[src/inc/usbrx_pkg.sv]
// Purpose: constants and carrier types for the endpoint receive control block
// Assumes: apb with 32-bit data, one aligned word per register
// Notes: endpoint registers sit at 0x00..0x1C, one word each

package usbrx_pkg;

  localparam int unsigned NUM_EP = 8;

  // register byte addresses
  localparam logic [7:0] ADDR_EP0 = 8'h00;
  localparam logic [7:0] ADDR_EP7 = 8'h1C;
  localparam logic [7:0] ADDR_CTRL = 8'h40;
  localparam logic [7:0] ADDR_IRQ_STAT = 8'h60;
  localparam logic [7:0] ADDR_IRQ_MASK = 8'h64;

  // endpoint register field positions
  localparam int unsigned BIT_RX_DONE = 15;
  localparam int unsigned BIT_RX_TOG = 14;
  localparam int unsigned BIT_HS_HI = 13;
  localparam int unsigned BIT_HS_LO = 12;
  localparam int unsigned BIT_SETUP = 11;
  localparam int unsigned BIT_TYPE_HI = 10;
  localparam int unsigned BIT_TYPE_LO = 9;
  localparam int unsigned BIT_KIND = 8;

  // control register fields and reset value
  localparam int unsigned BIT_DONE_IE = 15;
  localparam int unsigned BIT_FORCED_MODULE_RESET = 0;
  localparam logic [31:0] CTRL_RESET = 32'h0000_0001;
  localparam logic [31:0] EP_RESET = 32'h0000_0000;

  // receive handshake state codes
  localparam logic [1:0] HS_DISABLED = 2'h0;
  localparam logic [1:0] HS_STALL = 2'h1;
  localparam logic [1:0] HS_NAK = 2'h2;
  localparam logic [1:0] HS_VALID = 2'h3;

  // endpoint type codes
  localparam logic [1:0] TYPE_BULK = 2'h0;
  localparam logic [1:0] TYPE_CTRL = 2'h1;
  localparam logic [1:0] TYPE_ISO = 2'h2;
  localparam logic [1:0] TYPE_INTR = 2'h3;

  // one completed receive transaction from the link logic
  typedef struct packed {
    logic done;
    logic setup;
    logic [2:0] ep;
  } usbrx_evt_t;

  // per-endpoint receive view handed to the link logic
  typedef struct packed {
    logic toggle;
    logic [1:0] hs;
    logic [1:0] etype;
    logic kind;
  } usbrx_ep_t;

endpackage : usbrx_pkg

[src/rtl/usbrx_ctrl.sv]
// Purpose: receive-side fields of eight usb endpoint registers, apb slave, irq
// Assumes: link logic and bus reset come from the pclk domain
// Notes: transmit fields and endpoint address bits read as zero here

`timescale 1ns/100ps
`default_nettype none

////////////////////////////////////////////////////////////////////////////////
// Overview of operation
// - rx done flag set when out or setup to this endpoint completes cleanly
// - with done irq enable and the endpoint's mask bit set, each rx done setting raises the interrupt
// - writing 0 clears rx done, writing 1 keeps it, always readable
// - non-iso endpoints: rx toggle gives expected data pid, 0 data0, 1 data1
// - writing 1 to rx toggle inverts it, writing 0 leaves it
// - control endpoint: setup received clears rx toggle
// - iso endpoint: rx toggle inverts right after each received packet
// - iso: toggle picks buffer; double-buffered: toggle drives flow control
// - good out or setup moves handshake to nak; write 1 inverts each bit
// - handshake codes: 00 disabled, 01 stall, 10 nak
// - double-buffered bulk: handshake goes to nak if next buffer is busy, else holds
// - iso endpoint: handshake unchanged on successful transaction
// - setup flag set when a setup token is received correctly
// - setup flag is read only, writes ignored
// - setup flag only meaningful on control endpoints
// - type 00 bulk, 01 control, 10 iso, 11 interrupt; kind on bulk doubles buffer
// - bus or forced reset clears all endpoint bits except done flags
module usbrx_ctrl (
  input wire logic pclk,
  input wire logic presetn,
  input wire logic psel,
  input wire logic penable,
  input wire logic pwrite,
  input wire logic [7:0] paddr,
  input wire logic [31:0] pwdata,
  output logic [31:0] prdata,
  output logic pready,
  output logic pslverr,
  input wire usbrx_pkg::usbrx_evt_t rx_evt,
  input wire logic bus_reset,
  input wire logic next_buf_busy,
  output usbrx_pkg::usbrx_ep_t [usbrx_pkg::NUM_EP-1:0] ep_view,
  output logic irq
);
  import usbrx_pkg::*;

  // endpoint state, one entry per endpoint
  logic [NUM_EP-1:0] done_q;
  logic [NUM_EP-1:0] tog_q;
  logic [NUM_EP-1:0][1:0] hs_q;
  logic [NUM_EP-1:0] setup_q;
  logic [NUM_EP-1:0][1:0] type_q;
  logic [NUM_EP-1:0] kind_q;

  // module control, interrupt status and mask
  logic [31:0] ctrl_q;
  logic [NUM_EP-1:0] istat_q;
  logic [NUM_EP-1:0] imask_q;
  logic [31:0] rdata_q;
  logic err_q;

  logic wr_acc;
  logic setup_ph;
  logic soft_rst;
  logic [NUM_EP-1:0] ep_wr;
  logic [NUM_EP-1:0] ep_hit;

  // true when the address selects endpoint register n
  function automatic logic is_ep(input logic [7:0] a, input int unsigned n);
    logic [7:0] base;
    base = ADDR_EP0 + 8'(n * 4);
    return (a == base);
  endfunction : is_ep

  // true for any address the slave decodes
  function automatic logic is_mapped(input logic [7:0] a);
    logic hit;
    hit = (a >= ADDR_EP0) && (a <= ADDR_EP7) && (a[1:0] == 2'h0);
    return hit || (a == ADDR_CTRL) || (a == ADDR_IRQ_STAT) || (a == ADDR_IRQ_MASK);
  endfunction : is_mapped

  ////////////////////////////////////////////////////////////////////////////////
  // apb handshake: every access finishes in its first access cycle
  assign setup_ph = psel && !penable;
  assign wr_acc = psel && penable && pwrite;
  assign pready = psel && penable;
  assign prdata = rdata_q;
  assign pslverr = psel && penable && err_q;

  // forced reset is held while the control bit stays set
  assign soft_rst = bus_reset || ctrl_q[BIT_FORCED_MODULE_RESET];

  ////////////////////////////////////////////////////////////////////////////////
  // per-endpoint logic
  genvar g;
  generate
    for (g = 0; g < NUM_EP; g++) begin : g_ep
      logic tog_d;
      logic [1:0] hs_d;
      logic dbl_bulk;

      assign ep_wr[g] = wr_acc && is_ep(paddr, g);
      assign ep_hit[g] = rx_evt.done && (rx_evt.ep == 3'(g));
      assign dbl_bulk = (type_q[g] == TYPE_BULK) && kind_q[g];

      // done flag survives soft resets; a set beats a clear in the same cycle
      always_ff @(posedge pclk or negedge presetn) begin
        if (!presetn) begin
          done_q[g] <= 1'b0;
        end else if (ep_hit[g]) begin
          done_q[g] <= 1'b1;
        end else if (ep_wr[g] && !pwdata[BIT_RX_DONE]) begin
          done_q[g] <= 1'b0;
        end
      end

      // hardware update first, software toggle applied on top of it
      always_comb begin
        tog_d = tog_q[g];
        hs_d = hs_q[g];
        if (ep_hit[g]) begin
          if (type_q[g] == TYPE_ISO) begin
            tog_d = ~tog_q[g];
          end else if ((type_q[g] == TYPE_CTRL) && rx_evt.setup) begin
            tog_d = 1'b0;
          end else begin
            tog_d = ~tog_q[g];
          end
          if (type_q[g] == TYPE_ISO) begin
            hs_d = hs_q[g];
          end else if (dbl_bulk) begin
            hs_d = next_buf_busy ? HS_NAK : hs_q[g];
          end else begin
            hs_d = HS_NAK;
          end
        end
        if (ep_wr[g]) begin
          tog_d = tog_d ^ pwdata[BIT_RX_TOG];
          hs_d = hs_d ^ pwdata[BIT_HS_HI:BIT_HS_LO];
        end
      end

      // toggle, handshake state and setup flag
      always_ff @(posedge pclk or negedge presetn) begin
        if (!presetn) begin
          tog_q[g] <= 1'b0;
          hs_q[g] <= HS_DISABLED;
          setup_q[g] <= 1'b0;
        end else if (soft_rst) begin
          tog_q[g] <= 1'b0;
          hs_q[g] <= HS_DISABLED;
          setup_q[g] <= 1'b0;
        end else begin
          tog_q[g] <= tog_d;
          hs_q[g] <= hs_d;
          if (ep_hit[g]) begin
            setup_q[g] <= rx_evt.setup;
          end
        end
      end

      // type and kind are plain read/write; setup flag takes no write
      always_ff @(posedge pclk or negedge presetn) begin
        if (!presetn) begin
          type_q[g] <= TYPE_BULK;
          kind_q[g] <= 1'b0;
        end else if (soft_rst) begin
          type_q[g] <= TYPE_BULK;
          kind_q[g] <= 1'b0;
        end else if (ep_wr[g]) begin
          type_q[g] <= pwdata[BIT_TYPE_HI:BIT_TYPE_LO];
          kind_q[g] <= pwdata[BIT_KIND];
        end
      end

      // view for the link logic; on iso the toggle is the buffer select
      assign ep_view[g].toggle = tog_q[g];
      assign ep_view[g].hs = hs_q[g];
      assign ep_view[g].etype = type_q[g];
      assign ep_view[g].kind = kind_q[g];
    end
  endgenerate

  ////////////////////////////////////////////////////////////////////////////////
  // control register; upper bits are stored as written, software keeps them zero
  always_ff @(posedge pclk or negedge presetn) begin
    if (!presetn) begin
      ctrl_q <= CTRL_RESET;
    end else if (wr_acc && (paddr == ADDR_CTRL)) begin
      ctrl_q <= pwdata;
    end
  end

  // sticky per-endpoint done events, write one to clear, set wins
  always_ff @(posedge pclk or negedge presetn) begin
    if (!presetn) begin
      istat_q <= '0;
    end else if (wr_acc && (paddr == ADDR_IRQ_STAT)) begin
      istat_q <= (istat_q & ~pwdata[NUM_EP-1:0]) | ep_hit;
    end else begin
      istat_q <= istat_q | ep_hit;
    end
  end

  // mask register, same layout as the status register
  always_ff @(posedge pclk or negedge presetn) begin
    if (!presetn) begin
      imask_q <= '0;
    end else if (wr_acc && (paddr == ADDR_IRQ_MASK)) begin
      imask_q <= pwdata[NUM_EP-1:0];
    end
  end

  // level interrupt, also gated by the module-wide done enable
  assign irq = ctrl_q[BIT_DONE_IE] && |(istat_q & imask_q);

  ////////////////////////////////////////////////////////////////////////////////
  // read data captured in the setup cycle so prdata comes from a flop;
  // the trade-off is that it shows state one cycle before the access edge
  always_ff @(posedge pclk or negedge presetn) begin
    if (!presetn) begin
      rdata_q <= '0;
      err_q <= 1'b0;
    end else if (setup_ph) begin
      err_q <= !is_mapped(paddr);
      rdata_q <= '0;
      for (int unsigned n = 0; n < NUM_EP; n++) begin
        if (is_ep(paddr, n)) begin
          rdata_q <= {16'h0000, done_q[n], tog_q[n], hs_q[n], setup_q[n],
                      type_q[n], kind_q[n], 8'h00};
        end
      end
      if (paddr == ADDR_CTRL) begin
        rdata_q <= ctrl_q;
      end
      if (paddr == ADDR_IRQ_STAT) begin
        rdata_q <= {24'h000000, istat_q};
      end
      if (paddr == ADDR_IRQ_MASK) begin
        rdata_q <= {24'h000000, imask_q};
      end
    end
  end

endmodule : usbrx_ctrl

`default_nettype wire

[config.mk]
export PLATFORM = sky130hd
export DESIGN_NAME = usbrx_ctrl
export DESIGN_NICKNAME = d
export VERILOG_FILES = /design/src/inc/usbrx_pkg.sv /design/src/rtl/usbrx_ctrl.sv
export SDC_FILE = /design/constraint.sdc
export NUM_CORES = 1
export LEC_CHECK = 0
export ABC_AREA = 1
export BUFFER_PORTS_ARGS = -buffer_cell sky130_fd_sc_hd__buf_2
export CORE_UTILIZATION = 55
export DETAILED_ROUTE_END_ITERATION = 6
export PLACE_DENSITY = 0.88
export SLEW_MARGIN = 20
export SYNTH_ARGS = -nofsm -noshare
export SYNTH_HDL_FRONTEND = slang
export SYNTH_SLANG_ARGS = --single-unit
[constraint.sdc]
create_clock -name pclk -period 1.75 [get_ports pclk]
set_input_delay 0.0875 -clock pclk [delete_from_list [all_inputs] [get_ports pclk]]
set_output_delay 0.0875 -clock pclk [all_outputs]
set_load 0.02 [all_outputs]
After elaboration in Yosys (flattened, before gate mapping)

Index checks and enable logic that the tools add are counted.
Widths: inputs -> output; s select.

Flip-flop bits (word level): 145
Bits in latches: 0
RAM bits: 0
Memory bits (read-only): 0
Bits of input ports: 52
Output and inout port bits: 83
Word-level logic and storage cells: 374
Memories: 0

Add/subtract/negate cells: 0
Multiply operators: 0
Divide/modulo/power cells: 0
Magnitude comparators: 2
Equal/unequal tests: 33
Shift-type cells: 0
Multiplexer cells: 164
Bitwise gates (word level): 29
Reduce and logical (&&, ||, !) cells: 93

Operator list:

| operator           | number |
|---|---|
| $mux 32            | 10 |
| $mux 2             | 64 |
| $mux 1             | 88 |
| $logic_and 1x1->1  | 50 |
| $reduce_bool 2->1  | 24 |
| $eq 8x5->1 const B | 4 |
| $eq 8x7->1 const B | 3 |
| $logic_not 2->1    | 9 |
| $and 8x8->8        | 2 |
| $eq 2x1->1 const B | 8 |
| $eq 2x2->1 const B | 8 |
| $eq 8x4->1 const B | 2 |
| $mux 16            | 1 |
| $or 8x8->8         | 2 |
| $xor 2x2->2        | 8 |
| $eq 3x3->1 const B | 4 |
| $eq 8x3->1 const B | 1 |
| $ge 8x1->1 const B | 1 |
| $le 8x5->1 const B | 1 |
| $logic_not 8->1    | 1 |
| $mux 8             | 1 |
| $not 1->1          | 8 |
| $not 8->8          | 1 |
| $reduce_or 8->1    | 1 |
| other kinds (6)    | 19 |

Depth between registers and ports, before layout

Word-level depth: 12
Depth in mapped cells: 11

Worst setup path before layout

No wires, ideal clock.

Path kind: reg2reg
Start: reg ctrl_q[0]
End: reg kind_q[1] (netlist: ep_view[6])
Setup time: 0.083 ns
Data arrival time: 1.204 ns
Required time: 1.667 ns
Slack: 0.464 ns
Stages on the path, launching flop included: 6
Period minus slack after synthesis: 1.286 ns
Path through: dfstp_2 -> nor2_2 -> inv_2 -> nor2_1 -> inv_1 -> o21ai_0

Longest elaborated chain between the ends: 2

RTL lines:

| element                                            | line              | RTL |
|---|---|---|
| start: declaration                                 | usbrx_ctrl.sv:55  | `logic [31:0] ctrl_q;` |
| start signal: assignment                           | usbrx_ctrl.sv:189 | `ctrl_q <= pwdata;` |
| $logic_or 1x1->1 (*)                               | usbrx_ctrl.sv:90  | `assign soft_rst = bus_reset \|\| ctrl_q[BIT_FORCED_MODULE_RESET];` |
| $mux 1 / $reduce_bool 2->1 (equally long branches) | --                |  |
| end signal: indexed assignment                     | usbrx_ctrl.sv:171 | `kind_q[g] <= pwdata[BIT_KIND];` |
| end: declaration                                   | usbrx_ctrl.sv:52  | `logic [NUM_EP-1:0] kind_q;` |

Every way passes the cells marked *; elsewhere a longest branch is shown, timed or not.
A chain may end at the register's enable or synchronous reset.

Final worst setup path

Start: reg imask_q[5]
End: out irq

Longest elaborated chain between the ends: 3

RTL lines:

| element                  | line              | RTL |
|---|---|---|
| start: declaration       | usbrx_ctrl.sv:57  | `logic [NUM_EP-1:0] imask_q;` |
| start signal: assignment | usbrx_ctrl.sv:209 | `imask_q <= pwdata[NUM_EP-1:0];` |
| $and 8x8->8              | usbrx_ctrl.sv:214 | `assign irq = ctrl_q[BIT_DONE_IE] && \|(istat_q & imask_q);` |
| $reduce_or 8->1          | usbrx_ctrl.sv:214 |  |
| $logic_and 1x1->1        | usbrx_ctrl.sv:214 |  |
| end: declaration         | usbrx_ctrl.sv:42  | `output logic irq` |

Every way passes these cells.

==> reports/qor.csv <==
metric,value,unit
synth_enable_flop_cells,0,
gp_congestion,0.962,
synth_top_area_share,50.2,%
cts_max_level,4,
clock-sinks,145,
synth-async-reset-ratio,100,%
worst_clock_skew,7.08,ps
rrSetupSlack,120,ps
status,"complete, no violations",
syn_inst,880,
ys_ff_latch,145,
initial_utilization,56.6,%
endpoint_kind,primary output,
final_antenna_net_count,0,
drtIter0Drc,818,
reg2reg_depth,5,
cts_tree,yes,
die_y,116,um
synth_cell_types,37,
dp_hpwl,15200,um
track_usage,34.6,%
grt_overflow,0,
viasPerCell,5.69,
period_needed,1690,ps
slew_headroom,58.1,%
netlist_area,7180,um^2
rsz0062_at_grt,no,
fillers,930,
worstReg2RegEnd,ep_view[12],
areaGrowthSynthToFinish,25.7,%
comb_power_share,8.3,%
ir_worst_vdd,683,uV
powerDensity,837,nW/um^2
p_seq_share,46.2,%
cp.arrival,1610,ps
fin_crit_sh,96.8,%
postCtsSetupBuffers,0,
grt_max_degree,56,
report.final.setup_viol,0,
yosys-top-cells-area,"dfrtp_1 (50%), nand2_1 (13%), o21ai_0 (6.6%)",
grt_pass1_vias,7043,
diodes,0,
startpoint_type,flop,
rows,41,
antenna_found_initial,0,
root_buffer,clkbuf_16,
hp-start,pwdata[15],
p_leak,4.70,nW
worstPathMaxFanout,3,
ys_top_cells_by_count,"nand2_1 (245), dfrtp_1 (144), o21ai_0 (95)",
critPathLaunch,imask_q[5],
yosysMostFrequentCell,nand2_1,
ys_seq_area_share,50.6,%
cts_made_buffers,17,
port_buffers,134,
num_vias,7117,
syn_nets,932,
whs_path_depth,3,
tightestPinTransition,626,ps
p_total,7.55,mW
wl_per_cell,17.8,um
maxCapViolations,0,
synth_warnings,0,
routed_wl,22300,um
p_clk_share,45.5,%
drive_gt1_share,22.5,%
layout.nets,1118,
finalMaxSlewViolations,0,
crit_type,reg -> out,
avgSynthCellArea,8.16,um^2
clock_latency,420,ps
drcViolationCount,0,
swShare,24.6,%
io_pins,135,
die_w,116,um
core-area,12700,um^2
power.switching,1.86,mW
grt_pass1_wl,35000,um
required,1660,ps
fmax,591,MHz
reg2reg_from,ctrl_q[0],
hp-class,in -> reg,
fp.dieArea,13500,um^2
yosysTopAreaCell,dfrtp_1,
fin_tns_setup,0,ps
clk_path_buf_depth,2,
hold_viol,0,
crit_end,irq,
synth-main-ff-cell,dfrtp_1,
dr.pass1.iters,7,
clk_pin_slew,60,ps
p_int,5.69,mW
-- through the flow --
step | instances | hold slack [ps] | cell area [um^2] | worst slack, ps | utilization, %
2_1_floorplan | 880 | -208 | 7180 | 464 | -
3_3_place_gp | 1188 | 82.3 | 8150 | 123 | 64.3
3_5_place_dp | 1188 | 88.6 | 8150 | 100 | 64.3
4_1_cts | 1250 | 41.3 | 9020 | 12.2 | 71.2
5_1_grt | 1250 | 53.5 | 9020 | 24.4 | 71.2
6_report | 1250 | 66.1 | 9020 | 56.6 | 71.2
-- power by group through the flow --
stage          Combinational (mW)  Sequential [mW]  Clock [mW]
2_1_floorplan               0.238             3.55           0
3_3_place_gp                0.541             3.54           0
3_5_place_dp                0.555             3.54           0
4_1_cts                     0.615             3.48        3.44
5_1_grt                     0.691             3.49        3.59
6_report                    0.630             3.49        3.44
-- how the worst min path moves through the flow --
stage | endpoint | slack, ps
after floorplan | ctrl_q[10] | -210
after global placement | prdata[4] | 80
after detailed placement | prdata[4] | 90
after CTS | ctrl_q[15] | 40
after global routing | ctrl_q[15] | 50
final | ctrl_q[15] | 70
-- per-layer routing --
metal	vias up	routed length, um	GRT usage, %
met5	-	0	0
met4	0	818	16.8
met3	76	2400	9.96
met2	433	10400	55.8
met1	3392	8620	42.7
li1	3216	-	-
-- critical path, cell delays in order (launching register included) --
cell      delay [ps]
dfrtp_1          400
a22o_1           260
a221oi_2         210
a21oi_1          130
buf_2            180
-- layout make-up --
cell class | count | area (um^2) | area share, %
Clock inverter | 9 | 83.8 | 0.929
Inverter | 98 | 374 | 4.15
Tap cell | 172 | 215 | 2.39
Sequential cell | 145 | 3630 | 40.2
Multi-Input combinational cell | 612 | 3020 | 33.4
Timing Repair Buffer | 192 | 1230 | 13.6
Clock buffer | 22 | 474 | 5.26
-- logic make-up (layout without fill, tap and decap cells) --
group | count (synthesis) | count (layout) | synth area share, %
buf+inv | 123 | 321 | 7.46
mux | 17 | 17 | 3.56
simple gates | 433 | 433 | 26.0
xor+xnor | 7 | 7 | 0.854
compound gates | 155 | 155 | 11.6
flops | 145 | 145 | 50.6
-- what timing repair did --
| item | in CTS | in global routing |
|---|---|---|
| endpoints found under the hold margin | 89 | 0 |
| hold buffers | 31 | 0 |
| resized for setup | 0 | 1 |
| setup endpoints to repair | 0 | 1 |
-- placed cells by master, fill, tap and decap left out, types with 3 or more instances in the layout --
cell type and instances:
inv_2 7, inv_1 86, nor2_2 9, nand3_1 62
buf_4 24, nand2_2 6, clkbuf_8 3, buf_2 133
mux2_4 17, a21oi_1 23, clkbuf_16 17, nor2_1 66
o21bai_1 9, dlygate4sd3_1 31, nor3_1 27, nand2_1 245
clkinv_2 4, xnor2_1 4, nand4_1 9, dfrtp_1 144
buf_12 3, o21a_1 4, clkinvlp_4 4, o21ai_1 17
xor2_1 3, o21ai_0 95
-- registers in the layout, summed over array words and instances (netlist names) --
| signal | count |
|---|---|
| ep_view | 48 |
| ctrl_q | 32 |
| prdata | 32 |
| done_q | 8 |
| imask_q | 8 |
| istat_q | 8 |
| setup_q | 8 |
| err_q | 1 |
Note: power is estimated with default switching activity, not from simulation.
